**config.mk**
```make
export PLATFORM = sky130hd
export DESIGN_NAME = acs_select_ctrl
export DESIGN_NICKNAME = d
export VERILOG_FILES = /design/src/rtl/acs_pkg.sv /design/src/rtl/acs_conv_if.sv /design/src/rtl/acs_conv_seq.sv /design/src/rtl/acs_select_ctrl.sv
export SDC_FILE = /design/constraint.sdc
export NUM_CORES = 1
export LEC_CHECK = 0
export BUFFER_PORTS_ARGS = -buffer_cell sky130_fd_sc_hd__buf_4
export CORE_MARGIN = 2
export CORE_UTILIZATION = 25
export DETAILED_ROUTE_END_ITERATION = 7
export HOLD_SLACK_MARGIN = 0.12
export PLACE_DENSITY_LB_ADDON = 0.08
export SLEW_MARGIN = 20
export SYNTH_ARGS = -nofsm -noshare
export SYNTH_HDL_FRONTEND = slang
export SYNTH_SLANG_ARGS = --single-unit
```
**constraint.sdc**
```tcl
create_clock -name i_ref_clk -period 3.79 [get_ports i_ref_clk]
set_input_delay 0.758 -clock i_ref_clk [delete_from_list [all_inputs] [get_ports i_ref_clk]]
set_output_delay 0.758 -clock i_ref_clk [all_outputs]
set_load 0.03 [all_outputs]
```
**src/rtl/acs_pkg.sv**
```systemverilog
// Package with register map, field positions and conversion constants of the selection block.
package acs_pkg;
  localparam int unsigned CLK_HZ     = 100_000_000;
  localparam int unsigned CHAN_W     = 4;
  localparam int unsigned REF_W      = 2;
  localparam int unsigned RES_W      = 10;
  localparam int unsigned ANA_W      = 11;
  localparam int unsigned PS_W       = 3;
  localparam int unsigned PRE_W      = 7;
  localparam int unsigned CNT_W      = 5;
  localparam int unsigned ADDR_W     = 10;

  localparam logic [7:0] IDX_RESULT  = 8'h78;
  localparam logic [7:0] IDX_CTRL    = 8'h7a;
  localparam logic [7:0] IDX_CTRLB   = 8'h7b;
  localparam logic [7:0] IDX_SELECT  = 8'h7c;
  localparam logic [7:0] IDX_ACTIVE  = 8'h7d;
  localparam logic [ADDR_W-1:0] ADDR_RESULT = {IDX_RESULT, 2'h0};
  localparam logic [ADDR_W-1:0] ADDR_CTRL   = {IDX_CTRL, 2'h0};
  localparam logic [ADDR_W-1:0] ADDR_CTRLB  = {IDX_CTRLB, 2'h0};
  localparam logic [ADDR_W-1:0] ADDR_SELECT = {IDX_SELECT, 2'h0};
  localparam logic [ADDR_W-1:0] ADDR_ACTIVE = {IDX_ACTIVE, 2'h0};

  localparam int unsigned CTRL_EN    = 7;
  localparam int unsigned CTRL_START = 6;
  localparam int unsigned CTRL_AUTO  = 5;
  localparam int unsigned CTRL_FLAG  = 4;
  localparam int unsigned CTRL_IE    = 3;
  localparam int unsigned CTRL_PS    = 0;
  localparam int unsigned CTRLB_FREE = 0;
  localparam int unsigned SEL_REF    = 6;
  localparam int unsigned SEL_LADJ   = 5;
  localparam int unsigned SEL_CHAN   = 0;
  localparam int unsigned LADJ_PAD   = 6;

  localparam logic [7:0]       CTRL_RST   = 8'h00;
  localparam logic [7:0]       SEL_RST    = 8'h00;
  localparam logic [RES_W-1:0] RES_MAX    = 10'h3ff;
  localparam logic [RES_W-1:0] RES_RST    = 10'h000;
  localparam logic [CNT_W-1:0] LEN_NORMAL = 5'h0d;
  localparam logic [CNT_W-1:0] LEN_FIRST  = 5'h19;
  localparam logic [PRE_W-1:0] PRE_MIN    = 7'h01;
  localparam logic [1:0]       HTRANS_NONSEQ = 2'h2;
endpackage : acs_pkg

```
**src/rtl/acs_conv_if.sv**
```systemverilog
// Interface between the register side and the conversion sequencer.
`timescale 1ns/1ps
interface acs_conv_if;
  logic                       en;
  logic                       start;
  logic                       presc_reset;
  logic [acs_pkg::PS_W-1:0]   div_sel;
  logic [acs_pkg::ANA_W-1:0]  analog;
  logic                       busy;
  logic                       last_cycle;
  logic                       done;
  logic [acs_pkg::RES_W-1:0]  result;

  modport ctl  (output en, start, presc_reset, div_sel, analog,
                input  busy, last_cycle, done, result);
  modport conv (input  en, start, presc_reset, div_sel, analog,
                output busy, last_cycle, done, result);
endinterface : acs_conv_if

```
**src/rtl/acs_conv_seq.sv**
```systemverilog
// Prescaler and conversion cycle sequencer with result capture.
`timescale 1ns/1ps
module acs_conv_seq (
  input wire logic  i_ref_clk,
  input wire logic  i_rst,
  input wire logic  i_ce,
  acs_conv_if.conv  conv
);
  logic [acs_pkg::PRE_W-1:0] presc;
  logic [acs_pkg::PRE_W-1:0] presc_last;
  logic [acs_pkg::CNT_W-1:0] cnt;
  logic [acs_pkg::CNT_W-1:0] len;
  logic                      tick;
  logic                      pending;
  logic                      first;
  logic [acs_pkg::RES_W-1:0] sat_code;

  always_comb begin
    if (conv.div_sel == '0) begin
      presc_last = acs_pkg::PRE_MIN;
    end else begin
      presc_last = acs_pkg::PRE_W'((8'h01 << conv.div_sel) - 8'h01);
    end
  end
  assign tick = (presc == presc_last);
  assign conv.last_cycle = conv.busy && tick && (cnt == len - 1'b1);
  // Inputs above the reference clip to the top code.
  assign sat_code = conv.analog[acs_pkg::RES_W] ? acs_pkg::RES_MAX
                                                : conv.analog[acs_pkg::RES_W-1:0];

  // The prescaler is held while disabled and restarted by a hardware trigger.
  always_ff @(posedge i_ref_clk) begin
    if (i_rst) begin
      presc <= '0;
    end else if (i_ce) begin
      if (!conv.en || conv.presc_reset || tick) begin
        presc <= '0;
      end else begin
        presc <= presc + 1'b1;
      end
    end
  end

  always_ff @(posedge i_ref_clk) begin
    if (i_rst) begin
      first <= 1'b1;
    end else if (i_ce) begin
      if (!conv.en) begin
        first <= 1'b1;
      end else if (pending && tick && !conv.busy) begin
        first <= 1'b0;
      end
    end
  end

  always_ff @(posedge i_ref_clk) begin
    if (i_rst) begin
      pending <= 1'b0;
    end else if (i_ce) begin
      if (conv.start) begin
        pending <= 1'b1;
      end else if (!conv.en || (tick && !conv.busy)) begin
        pending <= 1'b0;
      end
    end
  end

  // A pending start begins on the next converter clock edge.
  always_ff @(posedge i_ref_clk) begin
    if (i_rst) begin
      conv.busy <= 1'b0;
      cnt       <= '0;
      len       <= acs_pkg::LEN_NORMAL;
    end else if (i_ce) begin
      if (!conv.en) begin
        conv.busy <= 1'b0;
      end else if (tick && !conv.busy && pending) begin
        conv.busy <= 1'b1;
        cnt       <= '0;
        len       <= first ? acs_pkg::LEN_FIRST : acs_pkg::LEN_NORMAL;
      end else if (conv.last_cycle) begin
        conv.busy <= 1'b0;
      end else if (tick && conv.busy) begin
        cnt <= cnt + 1'b1;
      end
    end
  end

  always_ff @(posedge i_ref_clk) begin
    if (i_rst) begin
      conv.done   <= 1'b0;
      conv.result <= acs_pkg::RES_RST;
    end else if (i_ce) begin
      conv.done <= conv.last_cycle && conv.en;
      if (conv.last_cycle && conv.en) begin
        conv.result <= sat_code;
      end
    end
  end
endmodule : acs_conv_seq

```
**src/rtl/acs_select_ctrl.sv**
```systemverilog
// Top of the converter selection control with its register slave and sleep start logic.
//
// Local design decisions: register access over AHB-Lite and the register addresses.
`timescale 1ns/1ps
module acs_select_ctrl (
  input  wire logic                       i_ref_clk,
  input  wire logic                       i_rst,
  input  wire logic                       i_ce,
  input  wire logic                       hsel,
  input  wire logic [31:0]                haddr,
  input  wire logic [1:0]                 htrans,
  input  wire logic                       hwrite,
  input  wire logic [2:0]                 hsize,
  input  wire logic                       hready,
  input  wire logic [31:0]                hwdata,
  output logic      [31:0]                hrdata,
  output logic                            hreadyout,
  output logic                            hresp,
  input  wire logic                       i_trigger,
  input  wire logic [acs_pkg::ANA_W-1:0]  i_analog_code,
  input  wire logic                       i_sleep_quiet,
  input  wire logic                       i_cpu_halted,
  input  wire logic                       i_irq_ack,
  output logic      [acs_pkg::CHAN_W-1:0] o_channel_select,
  output logic      [acs_pkg::REF_W-1:0]  o_reference_select,
  output logic                            o_converter_enable,
  output logic                            o_done_req,
  output logic                            o_wake
);
  acs_conv_if conv_if ();

  logic                       wr_q;
  logic [acs_pkg::ADDR_W-1:0] addr_q;
  logic                       wr_ctrl;
  logic                       wr_ctrlb;
  logic                       wr_sel;
  logic [31:0]                next_rdata;
  logic                       converter_enable;
  logic                       conversion_start_bit;
  logic                       auto_trigger_enable;
  logic                       conversion_done_flag;
  logic                       done_irq_enable;
  logic [acs_pkg::PS_W-1:0]   prescale;
  logic                       free_run;
  logic [7:0]                 input_select_register;
  logic [acs_pkg::CHAN_W-1:0] channel_select;
  logic [acs_pkg::REF_W-1:0]  reference_select;
  logic                       trig_s1;
  logic                       trig_s2;
  logic                       trig_q;
  logic [acs_pkg::ANA_W-1:0]  ana_s1;
  logic [acs_pkg::ANA_W-1:0]  ana_s2;
  logic                       sleep_q;
  logic                       sleep_conv;
  logic                       sw_start;
  logic                       ext_start;
  logic                       fr_start;
  logic                       sleep_start;
  logic                       start_evt;

  assign hreadyout = 1'b1;
  assign hresp     = 1'b0;
  assign wr_ctrl   = wr_q && (addr_q == acs_pkg::ADDR_CTRL);
  assign wr_ctrlb  = wr_q && (addr_q == acs_pkg::ADDR_CTRLB);
  assign wr_sel    = wr_q && (addr_q == acs_pkg::ADDR_SELECT);

  always_ff @(posedge i_ref_clk) begin
    if (i_rst) begin
      wr_q   <= 1'b0;
      addr_q <= '0;
    end else if (i_ce) begin
      wr_q   <= hsel && hready && (htrans == acs_pkg::HTRANS_NONSEQ) && hwrite;
      addr_q <= haddr[acs_pkg::ADDR_W-1:0];
    end
  end

  // Read data is fetched in the address phase so the slave never inserts waits.
  always_comb begin
    next_rdata = '0;
    if (haddr[31:acs_pkg::ADDR_W] != '0) begin
      next_rdata = '0;
    end else if (haddr[acs_pkg::ADDR_W-1:0] == acs_pkg::ADDR_CTRL) begin
      next_rdata[7:0] = {converter_enable, conversion_start_bit, auto_trigger_enable,
                         conversion_done_flag, done_irq_enable, prescale};
    end else if (haddr[acs_pkg::ADDR_W-1:0] == acs_pkg::ADDR_CTRLB) begin
      next_rdata[acs_pkg::CTRLB_FREE] = free_run;
    end else if (haddr[acs_pkg::ADDR_W-1:0] == acs_pkg::ADDR_SELECT) begin
      next_rdata[7:0] = input_select_register;
    end else if (haddr[acs_pkg::ADDR_W-1:0] == acs_pkg::ADDR_ACTIVE) begin
      next_rdata[7:0] = {reference_select, 2'h0, channel_select};
    end else if (haddr[acs_pkg::ADDR_W-1:0] == acs_pkg::ADDR_RESULT) begin
      if (input_select_register[acs_pkg::SEL_LADJ]) begin
        next_rdata[15:0] = {conv_if.result, acs_pkg::LADJ_PAD'(0)};
      end else begin
        next_rdata[15:0] = {acs_pkg::LADJ_PAD'(0), conv_if.result};
      end
    end
  end

  always_ff @(posedge i_ref_clk) begin
    if (i_rst) begin
      hrdata <= '0;
    end else if (i_ce && hsel && hready && (htrans == acs_pkg::HTRANS_NONSEQ) && !hwrite) begin
      hrdata <= next_rdata;
    end
  end

  // The trigger and the analog code arrive from pins and are synchronised first.
  always_ff @(posedge i_ref_clk) begin
    if (i_rst) begin
      trig_s1 <= 1'b0;
      trig_s2 <= 1'b0;
      trig_q  <= 1'b0;
      ana_s1  <= '0;
      ana_s2  <= '0;
      sleep_q <= 1'b0;
    end else if (i_ce) begin
      trig_s1 <= i_trigger;
      trig_s2 <= trig_s1;
      trig_q  <= trig_s2;
      ana_s1  <= i_analog_code;
      ana_s2  <= ana_s1;
      sleep_q <= i_sleep_quiet && i_cpu_halted;
    end
  end

  assign sw_start    = wr_ctrl && hwdata[acs_pkg::CTRL_START] && hwdata[acs_pkg::CTRL_EN]
                       && !conversion_start_bit;
  assign ext_start   = converter_enable && auto_trigger_enable && !free_run
                       && trig_s2 && !trig_q && !conversion_start_bit;
  assign fr_start    = converter_enable && auto_trigger_enable && free_run
                       && conv_if.done;
  assign sleep_start = converter_enable && !conversion_start_bit && !auto_trigger_enable
                       && done_irq_enable && i_sleep_quiet && i_cpu_halted && !sleep_q;
  assign start_evt   = sw_start || ext_start || fr_start || sleep_start;

  assign conv_if.en          = converter_enable;
  assign conv_if.start       = start_evt;
  assign conv_if.presc_reset = ext_start;
  assign conv_if.div_sel     = prescale;
  assign conv_if.analog      = ana_s2;

  acs_conv_seq u_seq (
    .i_ref_clk (i_ref_clk),
    .i_rst     (i_rst),
    .i_ce      (i_ce),
    .conv      (conv_if)
  );

  // Enable is changed by software only; no sleep mode touches it.
  always_ff @(posedge i_ref_clk) begin
    if (i_rst) begin
      converter_enable    <= acs_pkg::CTRL_RST[acs_pkg::CTRL_EN];
      auto_trigger_enable <= acs_pkg::CTRL_RST[acs_pkg::CTRL_AUTO];
      done_irq_enable     <= acs_pkg::CTRL_RST[acs_pkg::CTRL_IE];
      prescale            <= acs_pkg::CTRL_RST[acs_pkg::CTRL_PS +: acs_pkg::PS_W];
      free_run            <= 1'b0;
    end else if (i_ce) begin
      if (wr_ctrl) begin
        converter_enable    <= hwdata[acs_pkg::CTRL_EN];
        auto_trigger_enable <= hwdata[acs_pkg::CTRL_AUTO];
        done_irq_enable     <= hwdata[acs_pkg::CTRL_IE];
        prescale            <= hwdata[acs_pkg::CTRL_PS +: acs_pkg::PS_W];
      end
      if (wr_ctrlb) begin
        free_run <= hwdata[acs_pkg::CTRLB_FREE];
      end
    end
  end

  // In free running the restart comes with completion, so the bit stays high.
  always_ff @(posedge i_ref_clk) begin
    if (i_rst) begin
      conversion_start_bit <= 1'b0;
    end else if (i_ce) begin
      if (start_evt) begin
        conversion_start_bit <= 1'b1;
      end else if (!converter_enable || conv_if.done) begin
        conversion_start_bit <= 1'b0;
      end
    end
  end

  // A completion in the clearing cycle wins over the clear.
  always_ff @(posedge i_ref_clk) begin
    if (i_rst) begin
      conversion_done_flag <= 1'b0;
    end else if (i_ce) begin
      if (conv_if.done) begin
        conversion_done_flag <= 1'b1;
      end else if ((wr_ctrl && hwdata[acs_pkg::CTRL_FLAG]) || i_irq_ack) begin
        conversion_done_flag <= 1'b0;
      end
    end
  end

  always_ff @(posedge i_ref_clk) begin
    if (i_rst) begin
      input_select_register <= acs_pkg::SEL_RST;
    end else if (i_ce && wr_sel) begin
      input_select_register <= hwdata[7:0];
    end
  end

  // Tracking covers the wait for the first converter edge after a start as well.
  always_ff @(posedge i_ref_clk) begin
    if (i_rst) begin
      channel_select   <= acs_pkg::SEL_RST[acs_pkg::SEL_CHAN +: acs_pkg::CHAN_W];
      reference_select <= acs_pkg::SEL_RST[acs_pkg::SEL_REF +: acs_pkg::REF_W];
    end else if (i_ce && (!conv_if.busy || conv_if.last_cycle)) begin
      channel_select   <= input_select_register[acs_pkg::SEL_CHAN +: acs_pkg::CHAN_W];
      reference_select <= input_select_register[acs_pkg::SEL_REF +: acs_pkg::REF_W];
    end
  end

  // The wake pulse is single; staying awake afterwards is the CPU's default.
  always_ff @(posedge i_ref_clk) begin
    if (i_rst) begin
      sleep_conv <= 1'b0;
      o_wake     <= 1'b0;
    end else if (i_ce) begin
      o_wake <= conv_if.done && sleep_conv && done_irq_enable;
      if (sleep_start) begin
        sleep_conv <= 1'b1;
      end else if (conv_if.done || !converter_enable) begin
        sleep_conv <= 1'b0;
      end
    end
  end

  assign o_channel_select   = channel_select;
  assign o_reference_select = reference_select;
  assign o_converter_enable = converter_enable;
  assign o_done_req         = conversion_done_flag && done_irq_enable;
endmodule : acs_select_ctrl

```
== Word level (Yosys, flattened, before mapping) ==
Cells that the tools add are included.

* Multiplexer cells: 30
* Add/sub/neg operators: 4
* Equality and inequality tests: 14
* Bitwise logic cells: 0
* Shift-type cells: 1
* Divide/modulo/power cells: 0
* Magnitude comparators: 0
* Reduce and logical (&&, ||, !) cells: 75
* $mul: 0

{| class="wikitable"
|+ Operators with widths
! cell !! count
|-
| $eq A10 B9 Y1 const B || 8
|-
| $mux W16 || 3
|-
| $mux W8 || 6
|-
| $logic_and A1 B1 Y1 || 40
|-
| $reduce_bool A22 Y1 || 1
|-
| $mux W5 || 4
|-
| $reduce_and A2 Y1 || 9
|-
| $mux W15 || 1
|-
| $mux W7 || 2
|-
| $mux W1 || 13
|-
| $mux W10 || 1
|-
| $reduce_bool A2 Y1 || 5
|-
| $logic_or A1 B1 Y1 || 9
|-
| $logic_not A1 Y1 || 8
|-
| $add A7 B1 Y7 const B || 1
|-
| $eq A7 B7 Y1 || 1
|-
| $shl A1 B3 Y7 const A || 1
|-
| $sub A7 B1 Y7 const B || 1
|-
| $add A5 B1 Y5 const B || 1
|-
| $eq A5 B5 Y1 || 1
|-
| $sub A5 B1 Y5 const B || 1
|-
| $ne A2 B1 Y1 const B || 2
|-
| $reduce_and A4 Y1 || 1
|-
| $logic_not A3 Y1 || 1
|-
| other kinds (3) || 3
|}

* Flip-flop bits (word level): 109
* ROM bits: 0
* Input port bits: 90
* Bits in writable memories: 0
* Output and inout bits: 43
* Bits in latches: 0
* Word-level logic and storage cells: 153
* Memories kept: 0

== Longest topological paths before layout ==
* Depth in word-level cells: 10
* Gate-level depth with buffers: 8
* Gate-level depth less buffers: 7

== Cells and area by module ==
A second synthesis with hierarchy kept.

* Cell total of the unflattened synthesis: 542
* Area total of the unflattened synthesis: 5,016.1 um^2

{| class="wikitable"
|+ By module, submodules not included
! module !! area an instance (um^2) !! sequential area each (um^2) !! cells each !! times used
|-
| acs_select_ctrl || 3,444.6 || 1,561.5 || 362 || 1
|-
| acs_conv_seq || 1,571.5 || 560.5 || 180 || 1
|}

== Worst setup path after synthesis ==
Ideal clock, no wire load.

* Path kind: input to register
* Start point: input port i_ce
* End point: register input_select_register[0]
* Arrival: 2.315 ns
* Setup time: 0.128 ns
* Stages: 7
* Required time: 3.662 ns
* Path slack: 1.348 ns
* Buffers on the path: 2
* Cell sequence: buf_4 or3b_1 or4_4 nor4b_2 buf_6 mux2i_1 nor2_1

* Word-level cells in the longest chain between the ends: 1

{| class="wikitable"
|+ Ends and longest elaborated chain
! what !! line !! text
|-
| from (decl) || acs_select_ctrl.sv:8 || <nowiki>input wire logic i_ce,</nowiki>
|-
| $logic_and A1 B1 Y1 || acs_select_ctrl.sv:200 || <nowiki>end else if (i_ce && wr_sel) begin</nowiki>
|-
| to (signal assigned) || acs_select_ctrl.sv:199 || <nowiki>input_select_register <= acs_pkg::SEL_RST;</nowiki>
|-
| to (signal assigned) || acs_select_ctrl.sv:201 || <nowiki>input_select_register <= hwdata[7:0];</nowiki>
|-
| to (decl) || acs_select_ctrl.sv:45 || <nowiki>logic [7:0] input_select_register;</nowiki>
|}

No other way between the ends.
A chain may end at the register's enable or synchronous reset.

== Worst setup path after layout ==
* Start point: register prescale (netlist bit conv_if.div_sel[1])
* End point: register u_seq.cnt[4] (netlist name)

* Word-level cells in the longest chain between the ends: 8
* Elaborated cells on any way between the ends: 13
* Those cells by class: 1 x add/sub; 2 x eq/ne; 1 x shift; 2 x mux; 7 x reduce/logical

{| class="wikitable"
|+ Ends and longest elaborated chain
! what !! line !! text
|-
| from (decl) || acs_select_ctrl.sv:43 || <nowiki>logic [acs_pkg::PS_W-1:0] prescale;</nowiki>
|-
| from (signal assigned) || acs_select_ctrl.sv:156 || <nowiki>prescale <= acs_pkg::CTRL_RST[acs_pkg::CTRL_PS +: acs_pkg::PS_W];</nowiki>
|-
| from (signal assigned) || acs_select_ctrl.sv:163 || <nowiki>prescale <= hwdata[acs_pkg::CTRL_PS +: acs_pkg::PS_W];</nowiki>
|-
| $shl A1 B3 Y7 || acs_conv_seq.sv:22 || <nowiki>presc_last = acs_pkg::PRE_W'((8'h01 << conv.div_sel) - 8'h01);</nowiki>
|-
| $sub A7 B1 Y7 || acs_conv_seq.sv:22 ||
|-
| $mux W7 * || acs_conv_seq.sv:19 || <nowiki>if (conv.div_sel == '0) begin</nowiki>
|-
| $eq A7 B7 Y1 * || acs_conv_seq.sv:25 || <nowiki>assign tick = (presc == presc_last);</nowiki>
|-
| $logic_and A1 B1 Y1, on equally long branches || acs_conv_seq.sv:26, acs_conv_seq.sv:83, acs_conv_seq.sv:77 ||
|-
| $logic_and A1 B1 Y1, on equally long branches || acs_conv_seq.sv:26, acs_conv_seq.sv:77 ||
|-
| $ne A2 B1 Y1 (no line) / $reduce_bool A2 Y1 (equally long branches) || -- ||
|-
| $reduce_and A4 Y1 (no line) || -- ||
|-
| to (signal assigned) || acs_conv_seq.sv:84 || <nowiki>cnt <= cnt + 1'b1;</nowiki>
|-
| to (decl) || acs_conv_seq.sv:11 || <nowiki>logic [acs_pkg::CNT_W-1:0] cnt;</nowiki>
|}

Every way passes the cells marked *; elsewhere a longest branch is shown, timed or not.

==> metrics.yaml <==
clock_path_buffers: 2
antenna_found_initial: 0
drt_iter0_markers: 234
drv_slew: 0
ioPinCount: 133
die_x_um: 145.5
hold_buffers: 0
synth_cell_types: 66
synth-adder-area-share_pct: 0.7498
synth_flop_cell: "dfxtp_1"
syn_area_mm2: 0.005006
n_fill_cell: 2063
start_util_pct: 25.64
vias: 4283
gp_congestion: 0.8023
relSlewSlack_pct: 37.06
synth_edf_count: 0
worstSetupPathType: "register to register"
synth_simple_gate_area_share_pct: 22.14
multi_input_area_mm2: 0.002606
synth_xor_area_share_pct: 1.225
first_global_vias: 4236
hold_viol: 0
dp.cells: 883
nets: 722
crit_family: "compound AO/OA/AOI/OAI gates"
synth_seq_cells: 106
worstSkewPairLatency_ns: 0.36
grt_usage_pct: 14.17
dr.pass1.iters: 5
synth_cells: 560
layout_common_cells: "dfxtp_1 (106), buf_4 (97), nor2_1 (67)"
cts-buffers-inserted: 9
insertedDiodeCount: 0
slowest_stage: "or4_1"
drtAntennaViolNets: 0
syn_to_final_growth_pct: 22.32
worst_pin_slew_ns: 0.9355
cap_violations: 0
grt_pass1_wl_um: 23720
yosys_warnings: 0
worstPathCellList: "nand2_1 -> a2111oi_4 -> o221ai_4 -> or4_1 -> a21oi_1"
place_area_mm2: 0.005826
layout_commonest_cell: "dfxtp_1"
io_buffers: 87
htree_num_levels: 3
muxShareOfSynthArea_pct: 11.27
skew_ns: 0.007098
fin_ws_ns: 1.309
pre_cts_ws_ns: 1.072
final_cell_area_mm2: 0.006123
syn_avg_cell_area_um2: 8.939
rows: 51
synth_compound_area_share_pct: 15.10
hold_path_class: "register to register"
required_ns: 4.08
hpwl_um: 10810
ys_seq_area_share_pct: 42.39
setup_viol: 0
p_per_area_mw_per_mm2: 366.5
core_area_mm2: 0.01953
cts_tree: "done"
cts_num_sinks: 106
crit_fanout: 25
tns_ns: 0
path_buf_inv: 0
drc: 0
vias_per_cell: 4.764
dieArea_mm2: 0.02117
period_minus_slack_ns: 2.481
leakage_nw: 2.288
cp.arrival_ns: 2.77
clk_pin_slew_ns: 0.07
grt_start_max_net_pins: 68
critPathMaxStageDelay_ns: 0.60
rsz0062_at_grt: "false"
register_area_mm2: 0.002122
grt_overflow: 0
totalPowerFinal_w: 0.002244
startpoint_type: "register"
avgRoutedWirePerCell_um: 16.50
layout-drive-gt1-share_pct: 19.87
fmax_ghz: 0.4031
routed_wl_um: 14830
fp.dieH_um: 145.5
status: "finished clean"
ir_worst_vdd_v: 0.0002185
end_kind: "register"
cts_resized: 0
finalCritPeriodShare_pct: 65.46
cts_setup_buffers: 0
synth_top_family_by_area: "simple AND/OR/NAND/NOR gates"
fin_cells: 899
async_flop_share_pct: 0
cts_root_buffer: "clkbuf_16"
cells in the mapped netlist, types with 5 or more instances:
cell type,count,area share [%]
a21oi_1,28,2.8
a22o_1,8,1.4
a22oi_1,5,0.75
a31oi_1,8,1.0
buf_2,6,0.60
buf_4,21,3.1
clkbuf_1,24,1.8
dfxtp_1,106,42
inv_1,13,0.97
mux2i_1,53,11
nand2_1,37,2.8
nand3_1,12,1.2
nand4_1,6,0.75
nor2_1,67,5.0
nor3_1,27,2.7
nor4_1,18,2.2
o211ai_1,6,0.90
o21ai_0,9,0.90
o311ai_0,6,1.0
o31ai_1,6,0.90
or4_1,8,1.2
xor2_1,5,0.87
worst paths after layout:
check,depth (start not counted),from,end,slack [ns]
setup / recovery,5,conv_if.div_sel[1]$_SDFFE_PP0P_,u_seq.cnt[4]$_SDFFE_PP0P_,1.31
hold / removal,2,hrdata[3]$_SDFFE_PP0P_,hrdata[3]$_SDFFE_PP0P_,0.47
setup reg to reg,5,conv_if.div_sel[1]$_SDFFE_PP0P_,u_seq.cnt[4]$_SDFFE_PP0P_,1.31
hold reg to reg,2,hrdata[3]$_SDFFE_PP0P_,hrdata[3]$_SDFFE_PP0P_,0.47
cells by family after synthesis:
kind of cell | after synthesis
AOI/OAI and AO/OA | 104
DFF | 106
buffers and inverters | 68
muxes | 56
and+or+nand+nor | 214
xor gates and xnor gates | 7
adders and majority gates | 3
other | 2
flip-flops by register name, indices dropped and copies added, names as in the netlist, 2 cells and up:
register               flops
conv_if.div_sel            3
input_select_register      8
u_seq.presc                7
addr_q                    10
hrdata                    16
u_seq.len                  2
ana_s1                    11
o_channel_select           4
u_seq.conv.result         10
o_reference_select         2
ana_s2                    11
u_seq.cnt                  5
report_power, final:
part	switching (W)	internal, W
logic	0.000102	0.0000727
clock network	0.000451	0.000474
registers	0.0000128	0.00113
total	0.000566	0.00168
metrics by stage:
stage	utilization, %	hold slack, ns
after floorplan	-	0.4453
after global placement	29.83	0.4472
after detailed placement	29.83	0.4605
after CTS	31.30	0.4745
after global routing	31.36	0.5114
final	31.36	0.4722
worst register-to-register path: cells and delay by family, from the launching register on:
kind | cells | cell delay, ns
simple gates | 2 | 0.76
flops | 1 | 0.58
compound gates | 3 | 1.07
cell type report:
type / count / area share [%]
Clock inverter: 5 / 0.7152
Inverter: 13 / 0.7969
Multi-Input combinational cell: 402 / 42.56
Sequential cell: 106 / 34.65
Tap cell: 265 / 5.415
Clock buffer: 11 / 3.964
Timing Repair Buffer: 97 / 11.89
metal layers:
| metal | global-route usage (%) | up-vias | share of wire, % |
|---|---|---|---|
| met3 | 3.292 | 16 | 4.9 |
| li1 | - | 2161 | - |
| met4 | 4.657 | 0 | 1.4 |
| met2 | 22.51 | 113 | 45 |
| met1 | 19.01 | 1993 | 49 |
| met5 | 0 | - | 0 |
(Power assumes the default switching activity.)
